### src/dasp_pkg.sv
/*
 * Package for the dual asynchronous serial port block: frame constants,
 * baud defaults, state encodings and the user-side carrier structs.
 * Assumes a single 100 MHz clock shared by every user of the package.
 */
package dasp_pkg;

	// ---------------------------------------------------------------
	// clock and frame
	// ---------------------------------------------------------------
	localparam int unsigned CLK_HZ       = 100_000_000;
	localparam int unsigned DATA_BITS    = 8;
	localparam int unsigned BAUD_MIN     = 300;
	localparam int unsigned BAUD_MAX     = 256_000;
	localparam int unsigned BAUD_DEFAULT = 115_200;
	localparam int unsigned DIV_W        = 20;
	localparam logic [DIV_W-1:0] DIV_RESET = DIV_W'(CLK_HZ / BAUD_DEFAULT);
	localparam logic [DIV_W-1:0] DIV_MIN   = DIV_W'(CLK_HZ / BAUD_MAX);
	localparam logic [DIV_W-1:0] DIV_MAX   = DIV_W'(CLK_HZ / BAUD_MIN);
	localparam logic        LINE_IDLE    = 1'b1;
	localparam logic        START_LEVEL  = 1'b0;
	localparam logic        STOP_LEVEL   = 1'b1;
	localparam int unsigned RX_DEPTH     = 16;

	// ---------------------------------------------------------------
	// state machines
	// ---------------------------------------------------------------
	typedef enum logic [3:0] {
		DASP_TX_IDLE  = 4'h1,
		DASP_TX_START = 4'h2,
		DASP_TX_DATA  = 4'h4,
		DASP_TX_STOP  = 4'h8
	} dasp_tx_state_type;

	typedef enum logic [3:0] {
		DASP_RX_IDLE  = 4'h1,
		DASP_RX_START = 4'h2,
		DASP_RX_DATA  = 4'h4,
		DASP_RX_STOP  = 4'h8
	} dasp_rx_state_type;

	// ---------------------------------------------------------------
	// user-side carriers
	// ---------------------------------------------------------------
	typedef struct packed {
		logic [DIV_W-1:0] baud_div;
		logic             buffered;
		logic             err_clear;
	} dasp_cfg_type;

	typedef struct packed {
		logic frame_err;
		logic overflow;
		logic tx_busy;
		logic [4:0] rx_count;
	} dasp_status_type;

endpackage

### src/dasp_top.sv
/*
 * Two independent full-duplex asynchronous serial ports, each with a
 * single-byte path and a background receive buffer, plus the download
 * hand-over of the first port.
 * Assumes rx lines already synchronous to clk; rst is synchronous.
 */
`timescale 1ns/1ps

// Overview of operation
// - There are two independent ports, each with its own transmit and receive running at once.
// - Every character is eight data bits, no parity and one stop bit, on both ends.
// - Each port has its own bit period setting, spanning 300 baud to 256K baud.
// - A frame begins with a low start bit and ends with a high stop bit around the data.
// - Data bits go out and come in least significant bit first.
// - Software may send and take one byte at a time.
// - In buffered mode received bytes are queued in the background without polling.
// - Port a serves the loader until the application starts, then belongs to the application.
module dasp_port #(
	parameter int unsigned DEPTH = dasp_pkg::RX_DEPTH
) (
	input  wire logic                       clk,
	input  wire logic                       rst,
	input  wire dasp_pkg::dasp_cfg_type     cfg,
	input  wire logic                       tx_valid,
	output logic                            tx_ready,
	input  wire logic [7:0]                 tx_data,
	output logic                            rx_valid,
	input  wire logic                       rx_ready,
	output logic [7:0]                      rx_data,
	output dasp_pkg::dasp_status_type       status,
	output logic                            txd,
	input  wire logic                       rxd
);
	localparam int AW = $clog2(DEPTH);

	function automatic logic [dasp_pkg::DIV_W-1:0] clamp_div(input logic [dasp_pkg::DIV_W-1:0] d);
		if (d < dasp_pkg::DIV_MIN)
			return dasp_pkg::DIV_MIN;
		else if (d > dasp_pkg::DIV_MAX)
			return dasp_pkg::DIV_MAX;
		else
			return d;
	endfunction

	logic [dasp_pkg::DIV_W-1:0] div;
	assign div = clamp_div(cfg.baud_div);

	// ---------------------------------------------------------------
	// transmitter
	// ---------------------------------------------------------------
	dasp_pkg::dasp_tx_state_type tx_st_ff;
	logic [dasp_pkg::DIV_W-1:0] tx_cnt_ff;
	logic [2:0]                 tx_bit_ff;
	logic [7:0]                 tx_sh_ff;
	logic                       txd_ff;
	logic                       tx_tick;

	// compare with >= so a bit period shortened mid-frame cannot wrap the counter
	assign tx_tick  = (tx_cnt_ff >= div - 1'b1);
	assign tx_ready = (tx_st_ff == dasp_pkg::DASP_TX_IDLE);
	assign txd      = txd_ff;

	always_ff @(posedge clk) begin
		if (rst) begin
			tx_st_ff  <= dasp_pkg::DASP_TX_IDLE;
			tx_cnt_ff <= '0;
			tx_bit_ff <= 3'h0;
			tx_sh_ff  <= 8'h00;
			txd_ff    <= dasp_pkg::LINE_IDLE;
		end else begin
			tx_cnt_ff <= (tx_st_ff == dasp_pkg::DASP_TX_IDLE || tx_tick) ? '0 : tx_cnt_ff + 1'b1;
			unique case (tx_st_ff)
				dasp_pkg::DASP_TX_IDLE: begin
					txd_ff <= dasp_pkg::LINE_IDLE;
					if (tx_valid) begin
						tx_sh_ff <= tx_data;
						txd_ff   <= dasp_pkg::START_LEVEL;
						tx_st_ff <= dasp_pkg::DASP_TX_START;
					end
				end
				dasp_pkg::DASP_TX_START: begin
					if (tx_tick) begin
						txd_ff    <= tx_sh_ff[0];
						tx_sh_ff  <= {1'b0, tx_sh_ff[7:1]};
						tx_bit_ff <= 3'h0;
						tx_st_ff  <= dasp_pkg::DASP_TX_DATA;
					end
				end
				dasp_pkg::DASP_TX_DATA: begin
					if (tx_tick) begin
						if (tx_bit_ff == 3'h7) begin
							txd_ff   <= dasp_pkg::STOP_LEVEL;
							tx_st_ff <= dasp_pkg::DASP_TX_STOP;
						end else begin
							txd_ff    <= tx_sh_ff[0];
							tx_sh_ff  <= {1'b0, tx_sh_ff[7:1]};
							tx_bit_ff <= tx_bit_ff + 3'h1;
						end
					end
				end
				dasp_pkg::DASP_TX_STOP: begin
					if (tx_tick)
						tx_st_ff <= dasp_pkg::DASP_TX_IDLE;
				end
			endcase
		end
	end

	// ---------------------------------------------------------------
	// receiver
	// ---------------------------------------------------------------
	dasp_pkg::dasp_rx_state_type rx_st_ff;
	logic [dasp_pkg::DIV_W-1:0] rx_cnt_ff;
	logic [2:0]                 rx_bit_ff;
	logic [7:0]                 rx_sh_ff;
	logic                       rxd_d_ff;
	logic                       rx_done;
	logic                       rx_bad_stop;
	logic                       rx_half;
	logic                       rx_full_tick;

	assign rx_half      = (rx_cnt_ff >= (div >> 1));
	assign rx_full_tick = (rx_cnt_ff >= div - 1'b1);
	assign rx_done      = (rx_st_ff == dasp_pkg::DASP_RX_STOP) && rx_full_tick && rxd == dasp_pkg::STOP_LEVEL;
	assign rx_bad_stop  = (rx_st_ff == dasp_pkg::DASP_RX_STOP) && rx_full_tick && rxd != dasp_pkg::STOP_LEVEL;

	always_ff @(posedge clk) begin
		if (rst) begin
			rx_st_ff  <= dasp_pkg::DASP_RX_IDLE;
			rx_cnt_ff <= '0;
			rx_bit_ff <= 3'h0;
			rx_sh_ff  <= 8'h00;
			rxd_d_ff  <= dasp_pkg::LINE_IDLE;
		end else begin
			rxd_d_ff <= rxd;
			unique case (rx_st_ff)
				dasp_pkg::DASP_RX_IDLE: begin
					rx_cnt_ff <= '0;
					if (rxd_d_ff && !rxd)
						rx_st_ff <= dasp_pkg::DASP_RX_START;
				end
				dasp_pkg::DASP_RX_START: begin
					// re-check start level at mid-bit, reject glitches
					if (rx_half) begin
						rx_cnt_ff <= '0;
						rx_bit_ff <= 3'h0;
						rx_st_ff  <= (rxd == dasp_pkg::START_LEVEL) ? dasp_pkg::DASP_RX_DATA
						                                            : dasp_pkg::DASP_RX_IDLE;
					end else
						rx_cnt_ff <= rx_cnt_ff + 1'b1;
				end
				dasp_pkg::DASP_RX_DATA: begin
					// counts now run from bit centre to bit centre
					if (rx_full_tick) begin
						rx_cnt_ff <= '0;
						rx_sh_ff  <= {rxd, rx_sh_ff[7:1]};
						rx_bit_ff <= rx_bit_ff + 3'h1;
						if (rx_bit_ff == 3'h7)
							rx_st_ff <= dasp_pkg::DASP_RX_STOP;
					end else
						rx_cnt_ff <= rx_cnt_ff + 1'b1;
				end
				dasp_pkg::DASP_RX_STOP: begin
					if (rx_full_tick) begin
						rx_cnt_ff <= '0;
						rx_st_ff  <= dasp_pkg::DASP_RX_IDLE;
					end else
						rx_cnt_ff <= rx_cnt_ff + 1'b1;
				end
			endcase
		end
	end

	// ---------------------------------------------------------------
	// receive buffer and single-byte holding
	// ---------------------------------------------------------------
	logic [7:0]  mem [DEPTH];
	logic [AW:0] wr_ff;
	logic [AW:0] rd_ff;
	logic [AW:0] used;
	logic        buf_full;
	logic        do_push;
	logic        do_pop;
	logic        overflow_ev;
	logic        frame_err_ff;
	logic        overflow_ff;
	logic        cap;

	assign used     = wr_ff - rd_ff;
	assign cap      = cfg.buffered ? 1'b1 : 1'b0;
	// single-byte mode holds exactly one byte
	assign buf_full = cap ? (used == (AW+1)'(DEPTH)) : (used != '0);
	assign rx_valid = (used != '0);
	assign rx_data  = mem[rd_ff[AW-1:0]];
	assign do_pop   = rx_valid && rx_ready;
	assign do_push  = rx_done && (!buf_full || do_pop);
	assign overflow_ev = rx_done && buf_full && !do_pop;

	always_ff @(posedge clk) begin
		if (rst) begin
			wr_ff <= '0;
			rd_ff <= '0;
		end else begin
			if (do_push)
				wr_ff <= wr_ff + 1'b1;
			if (do_pop)
				rd_ff <= rd_ff + 1'b1;
		end
	end

	always_ff @(posedge clk) begin
		if (do_push)
			mem[wr_ff[AW-1:0]] <= rx_sh_ff;
	end

	// set wins over clear
	always_ff @(posedge clk) begin
		if (rst) begin
			frame_err_ff <= 1'b0;
			overflow_ff  <= 1'b0;
		end else begin
			frame_err_ff <= rx_bad_stop || (frame_err_ff && !cfg.err_clear);
			overflow_ff  <= overflow_ev || (overflow_ff && !cfg.err_clear);
		end
	end

	assign status.frame_err = frame_err_ff;
	assign status.overflow  = overflow_ff;
	assign status.tx_busy   = !tx_ready;
	assign status.rx_count  = 5'(used);
endmodule

module dasp_top (
	input  wire logic                       clk,
	input  wire logic                       rst,
	input  wire logic                       app_running,
	input  wire dasp_pkg::dasp_cfg_type     loader_cfg,
	input  wire logic                       loader_tx_valid,
	output logic                            loader_tx_ready,
	input  wire logic [7:0]                 loader_tx_data,
	output logic                            loader_rx_valid,
	input  wire logic                       loader_rx_ready,
	output logic [7:0]                      loader_rx_data,
	input  wire dasp_pkg::dasp_cfg_type     a_cfg,
	input  wire logic                       a_tx_valid,
	output logic                            a_tx_ready,
	input  wire logic [7:0]                 a_tx_data,
	output logic                            a_rx_valid,
	input  wire logic                       a_rx_ready,
	output logic [7:0]                      a_rx_data,
	output dasp_pkg::dasp_status_type       a_status,
	input  wire dasp_pkg::dasp_cfg_type     b_cfg,
	input  wire logic                       b_tx_valid,
	output logic                            b_tx_ready,
	input  wire logic [7:0]                 b_tx_data,
	output logic                            b_rx_valid,
	input  wire logic                       b_rx_ready,
	output logic [7:0]                      b_rx_data,
	output dasp_pkg::dasp_status_type       b_status,
	output logic                            port_a_transmit,
	input  wire logic                       port_a_receive,
	output logic                            port_b_transmit,
	input  wire logic                       port_b_receive
);
	logic                   own_app_ff;
	dasp_pkg::dasp_cfg_type pa_cfg;
	logic                   pa_tx_valid;
	logic                   pa_tx_ready;
	logic [7:0]             pa_tx_data;
	logic                   pa_rx_valid;
	logic                   pa_rx_ready;
	logic [7:0]             pa_rx_data;

	// ownership flips once, then stays with the application
	always_ff @(posedge clk) begin
		if (rst)
			own_app_ff <= 1'b0;
		else if (app_running)
			own_app_ff <= 1'b1;
	end

	assign pa_cfg          = own_app_ff ? a_cfg : loader_cfg;
	assign pa_tx_valid     = own_app_ff ? a_tx_valid : loader_tx_valid;
	assign pa_tx_data      = own_app_ff ? a_tx_data : loader_tx_data;
	assign pa_rx_ready     = own_app_ff ? a_rx_ready : loader_rx_ready;
	assign a_tx_ready      = own_app_ff && pa_tx_ready;
	assign a_rx_valid      = own_app_ff && pa_rx_valid;
	assign a_rx_data       = pa_rx_data;
	assign loader_tx_ready = !own_app_ff && pa_tx_ready;
	assign loader_rx_valid = !own_app_ff && pa_rx_valid;
	assign loader_rx_data  = pa_rx_data;

	// two instances, fully independent
	dasp_port u_port_a (
		.clk      (clk),
		.rst      (rst),
		.cfg      (pa_cfg),
		.tx_valid (pa_tx_valid),
		.tx_ready (pa_tx_ready),
		.tx_data  (pa_tx_data),
		.rx_valid (pa_rx_valid),
		.rx_ready (pa_rx_ready),
		.rx_data  (pa_rx_data),
		.status   (a_status),
		.txd      (port_a_transmit),
		.rxd      (port_a_receive)
	);

	dasp_port u_port_b (
		.clk      (clk),
		.rst      (rst),
		.cfg      (b_cfg),
		.tx_valid (b_tx_valid),
		.tx_ready (b_tx_ready),
		.tx_data  (b_tx_data),
		.rx_valid (b_rx_valid),
		.rx_ready (b_rx_ready),
		.rx_data  (b_rx_data),
		.status   (b_status),
		.txd      (port_b_transmit),
		.rxd      (port_b_receive)
	);
endmodule

### config.mk
export PLATFORM = sky130hd
export DESIGN_NAME = dasp_top
export DESIGN_NICKNAME = d
export VERILOG_FILES = /design/src/dasp_pkg.sv /design/src/dasp_top.sv
export SDC_FILE = /design/constraint.sdc
export NUM_CORES = 1
export LEC_CHECK = 0
export BUFFER_PORTS_ARGS = -buffer_cell sky130_fd_sc_hd__buf_2
export CAP_MARGIN = 0
export CORE_MARGIN = 8
export CORE_UTILIZATION = 50
export CTS_CLUSTER_DIAMETER = 100
export CTS_CLUSTER_SIZE = 20
export DETAILED_ROUTE_END_ITERATION = 8
export GPL_TIMING_DRIVEN = 0
export PLACE_DENSITY = 0.71
export SLEW_MARGIN = 20
export SYNTH_ARGS = -nofsm -noshare
export SYNTH_HDL_FRONTEND = slang
export SYNTH_SLANG_ARGS = --single-unit
### constraint.sdc
create_clock -name clk -period 8.81 [get_ports clk]
set_clock_uncertainty 0.05 [all_clocks]
set_input_delay 0.881 -clock clk [delete_from_list [all_inputs] [get_ports clk]]
set_output_delay 0.881 -clock clk [all_outputs]
set_load 0.05 [all_outputs]
==> summary.md <==
| Metric | Value |
|---|---|
| # fillers | `3751` |
| Post-Synthesis Cell Area | `22200 µm²` |
| Period Utilization, post-route | `86.6%` |
| Final HPWL from detailed placement | `39.3 mm` |
| Maxcap violations | `0` |
| Finish-stage setup viols | `0` |
| Die Y | `227 µm` |
| Post-DRT Antenna Nets | `0` |
| Cells after Synth | `1903` |
| Largest net degree at the start of global routing | `22` |
| Top_reg_cell synth | `edfxtp_1` |
| CTS tree | `yes` |
| Max clock buf depth | `3` |
| Pwr Density | `175 nW/µm²` |
| Clock Latency Late Sink | `0.57 ns` |
| Level count of the clock H-tree | `1` |
| First-pass GRT wire length | `83.8 mm` |
| Post-cts sizing count | `0` |
| Worst Hold Class | `register to register` |
| Cell area after layout | `24500 µm²` |
| Max Clk Rate | `0.131 GHz` |
| Synth-to-Final Area Change | `10.3%` |
| Die Area | `51300 µm²` |
| Syn Area/Cell | `11.7 µm²` |
| # port buffers | `147` |
| RePlAce Congestion | `0.888` |
| Hold path cells | `2` |
| Drt initial violations | `1174` |
| Netlist cell types | `83` |
| Routed WL | `52.8 mm` |
| Grt ovf | `0` |
| RSZ-0062 raised after global routing | `false` |
| Register-to-Register Path Depth | `23` |
| Commonest non-fill, non-tap cell in the layout | `edfxtp_1` |
| Die X | `227 µm` |
| Dpl cells | `2648` |
| Total GRT Usage | `20.4%` |
| Post-synth ARST share | `0%` |
| Max-slew violations | `0` |
| Rel. slew slack | `33.0%` |
| Max FO, Critical Path | `10` |
| Peak supply drop | `129 µV` |
| CP Data Arrival Time | `7.77 ns` |
| Final setup TNS | `0 ns` |
| Root Buffer | `clkbuf_16` |
| Initial antenna violation count | `3` |
| Pleak | `0.00974 µW` |
| Drt pass-1 iters | `5` |
| Core Rows | `77` |
| Layout Nets | `2333` |
| Vias/cell | `5.79` |
| Number of global-route vias before repair | `15600` |
| Clock slew at reported path FFs | `0.09 ns` |
| Startpoint Class | `input pin` |
| Hold Vio Cnt, Final | `0` |
| Core outline area | `44000 µm²` |
| Slew @ Worst Pin | `0.996 ns` |
| Sequential area share after synthesis | `50.6%` |
| Status | `finished, final reports clean` |
| Crit end category | `register` |
| # DRC | `0` |
| Fin cells | `2695` |
| Via count | `15600` |
| Initial Util | `50.4%` |
| Hold_buf cts | `0` |
| TritonCTS Sinks | `433` |
| Synth Warn # | `0` |
| Most frequent cells in the layout | `256 x edfxtp_1, 219 x nor2_1, 177 x dfxtp_1, 155 x buf_2, 147 x ha_1` |
| Number of synthesized flops with an enable pin | `256` |
| WP data required | `8.95 ns` |
| Final min period | `7.63 ns` |
| Dpl cell area | `23700 µm²` |
| Cts bufs inserted | `25` |
| WS Path Type | `input pin to register` |
| Share of cells above drive strength 1 | `16.0%` |
| Post-DR wirelength/cell | `19.6 µm` |
| Setup bufs post-CTS | `0` |
| Top-level I/O count | `149` |
| #FFs+latches synth | `433` |
routing by layer:
metal / GRT usage, % / vias to the layer above / wire (µm)
li1: - / 7441 / -
met1: 28.1 / 7653 / 23600
met2: 34.2 / 448 / 25300
met3: 2.68 / 58 / 2880
met4: 4.85 / 2 / 980
met5: 0 / - / 13
synth_stat cells, types with 5 or more instances:
library cell / instances / share of area, %
nand2_1: 129 / 2.2
clkbuf_1: 45 / 0.76
o31ai_1: 7 / 0.24
dfxtp_1: 177 / 16
a21oi_1: 82 / 1.9
nor3b_1: 7 / 0.24
a311oi_1: 8 / 0.32
mux2i_1: 32 / 1.4
o21a_1: 14 / 0.47
nor2_1: 219 / 3.7
mux4_2: 80 / 8.1
nor2b_1: 19 / 0.54
nand3_1: 55 / 1.2
and4_1: 7 / 0.28
o211ai_1: 12 / 0.41
xor2_1: 61 / 2.4
o21ai_0: 59 / 1.3
buf_2: 8 / 0.18
nor4_1: 11 / 0.31
buf_1: 13 / 0.22
a21o_1: 24 / 0.81
inv_1: 54 / 0.91
and3_1: 52 / 1.5
nor3_1: 33 / 0.74
xnor2_1: 61 / 2.4
nand2b_1: 18 / 0.51
and2_1: 9 / 0.25
o2111ai_1: 5 / 0.20
a31oi_1: 5 / 0.14
or2_2: 7 / 0.20
ha_1: 147 / 8.3
a2111oi_0: 5 / 0.20
a211oi_1: 11 / 0.37
or4_1: 10 / 0.34
buf_4: 15 / 0.51
or3_1: 20 / 0.56
mux2_2: 19 / 0.96
edfxtp_1: 256 / 35
nand4_1: 25 / 0.71
nor4b_1: 9 / 0.36
worst paths after layout:
kind,startpoint,end,slack (ns)
max,b_cfg[14],u_port_b.mem[3][5]$_DFFE_PP_,1.18
min,u_port_a.overflow_ff$_SDFF_PP0_,u_port_a.overflow_ff$_SDFF_PP0_,0.41
max reg2reg,own_app_ff$_SDFFE_PP0P_,u_port_a.mem[2][4]$_DFFE_PP_,1.67
min reg2reg,u_port_a.overflow_ff$_SDFF_PP0_,u_port_a.overflow_ff$_SDFF_PP0_,0.41
cell type report:
cell class	count	area, µm²	share of cell area [%]
plain buffers	83	393	1.61
inverters	54	203	0.829
well taps	592	741	3.03
multi-input cells	1338	10400	42.7
clock inverters	3	18.8	0.0767
flip-flops and latches	433	11200	45.9
repair buffers	148	743	3.04
clock buffers	42	689	2.82
diodes	2	5.00	0.0205
report_power, final:
part           internal (µW)  total [µW]  leakage [µW]  switching (µW)
registers               2150        2180       0.00429            30.5
clock network            538        1190      0.000341             648
logic                    320         906       0.00511             586
sequential cells by signal, summed over array words and instances, names as in the netlist, 3 cells and up, named ones only:
name and flops:
u_port_b.rx_st_ff 4, u_port_b.tx_sh_ff 8, u_port_a.mem 128, u_port_a.rx_st_ff 4, u_port_b.tx_bit_ff 3, u_port_a.rx_bit_ff 3
u_port_a.tx_cnt_ff 20, u_port_b.rx_cnt_ff 20, u_port_a.tx_st_ff 4, u_port_b.wr_ff 5, u_port_a.rx_sh_ff 8, u_port_a.tx_bit_ff 3
u_port_a.tx_sh_ff 8, u_port_b.rx_bit_ff 3, u_port_b.rd_ff 5, u_port_a.rd_ff 5, u_port_b.tx_st_ff 4, u_port_a.wr_ff 5
u_port_b.tx_cnt_ff 20, u_port_b.rx_sh_ff 8, u_port_b.mem 128, u_port_a.rx_cnt_ff 20
kinds of logic after synthesis:
logic type	share of synthesized area (%)
AND/OR/NAND/NOR	14.6
AO/OA/AOI/OAI	8.22
buffers and inverters	2.69
flip-flops	50.6
multiplexers	10.5
adder cells (fa/ha/maj)	8.47
XOR/XNOR	4.82
other	0.0169
per-stage QoR:
stage	hold slack (ns)	setup WS [ns]	power [µW]	utilization, %
after floorplan	0.371	1.84	2880	-
after global placement	0.387	0.433	3110	53.8
after detailed placement	0.399	0.676	3130	53.9
after CTS	0.417	1.25	4300	55.5
after global routing	0.444	0.636	4450	55.5
final	0.414	1.18	4270	55.5
worst max-delay path: stages:
cell and delay [ns]:
buf_2 0.13, or4_1 0.61, or3_1 0.40, nor4_1 0.85, a21o_1 0.25, ha_1 0.23
nand2_1 0.09, or3_1 0.38, nor4_1 0.29, nand2_1 0.15, or2_2 0.32, nor2_1 0.12
xor2_1 0.18, nand2_1 0.12, ha_1 0.33, nand4_1 0.13, or2_2 0.31, o311a_1 0.13
o21ai_0 0.32, and2_1 0.19, clkbuf_1 0.22, clkbuf_1 0.32, nand2_1 0.17, nor3_2 0.65
(Power assumes the default switching activity.)
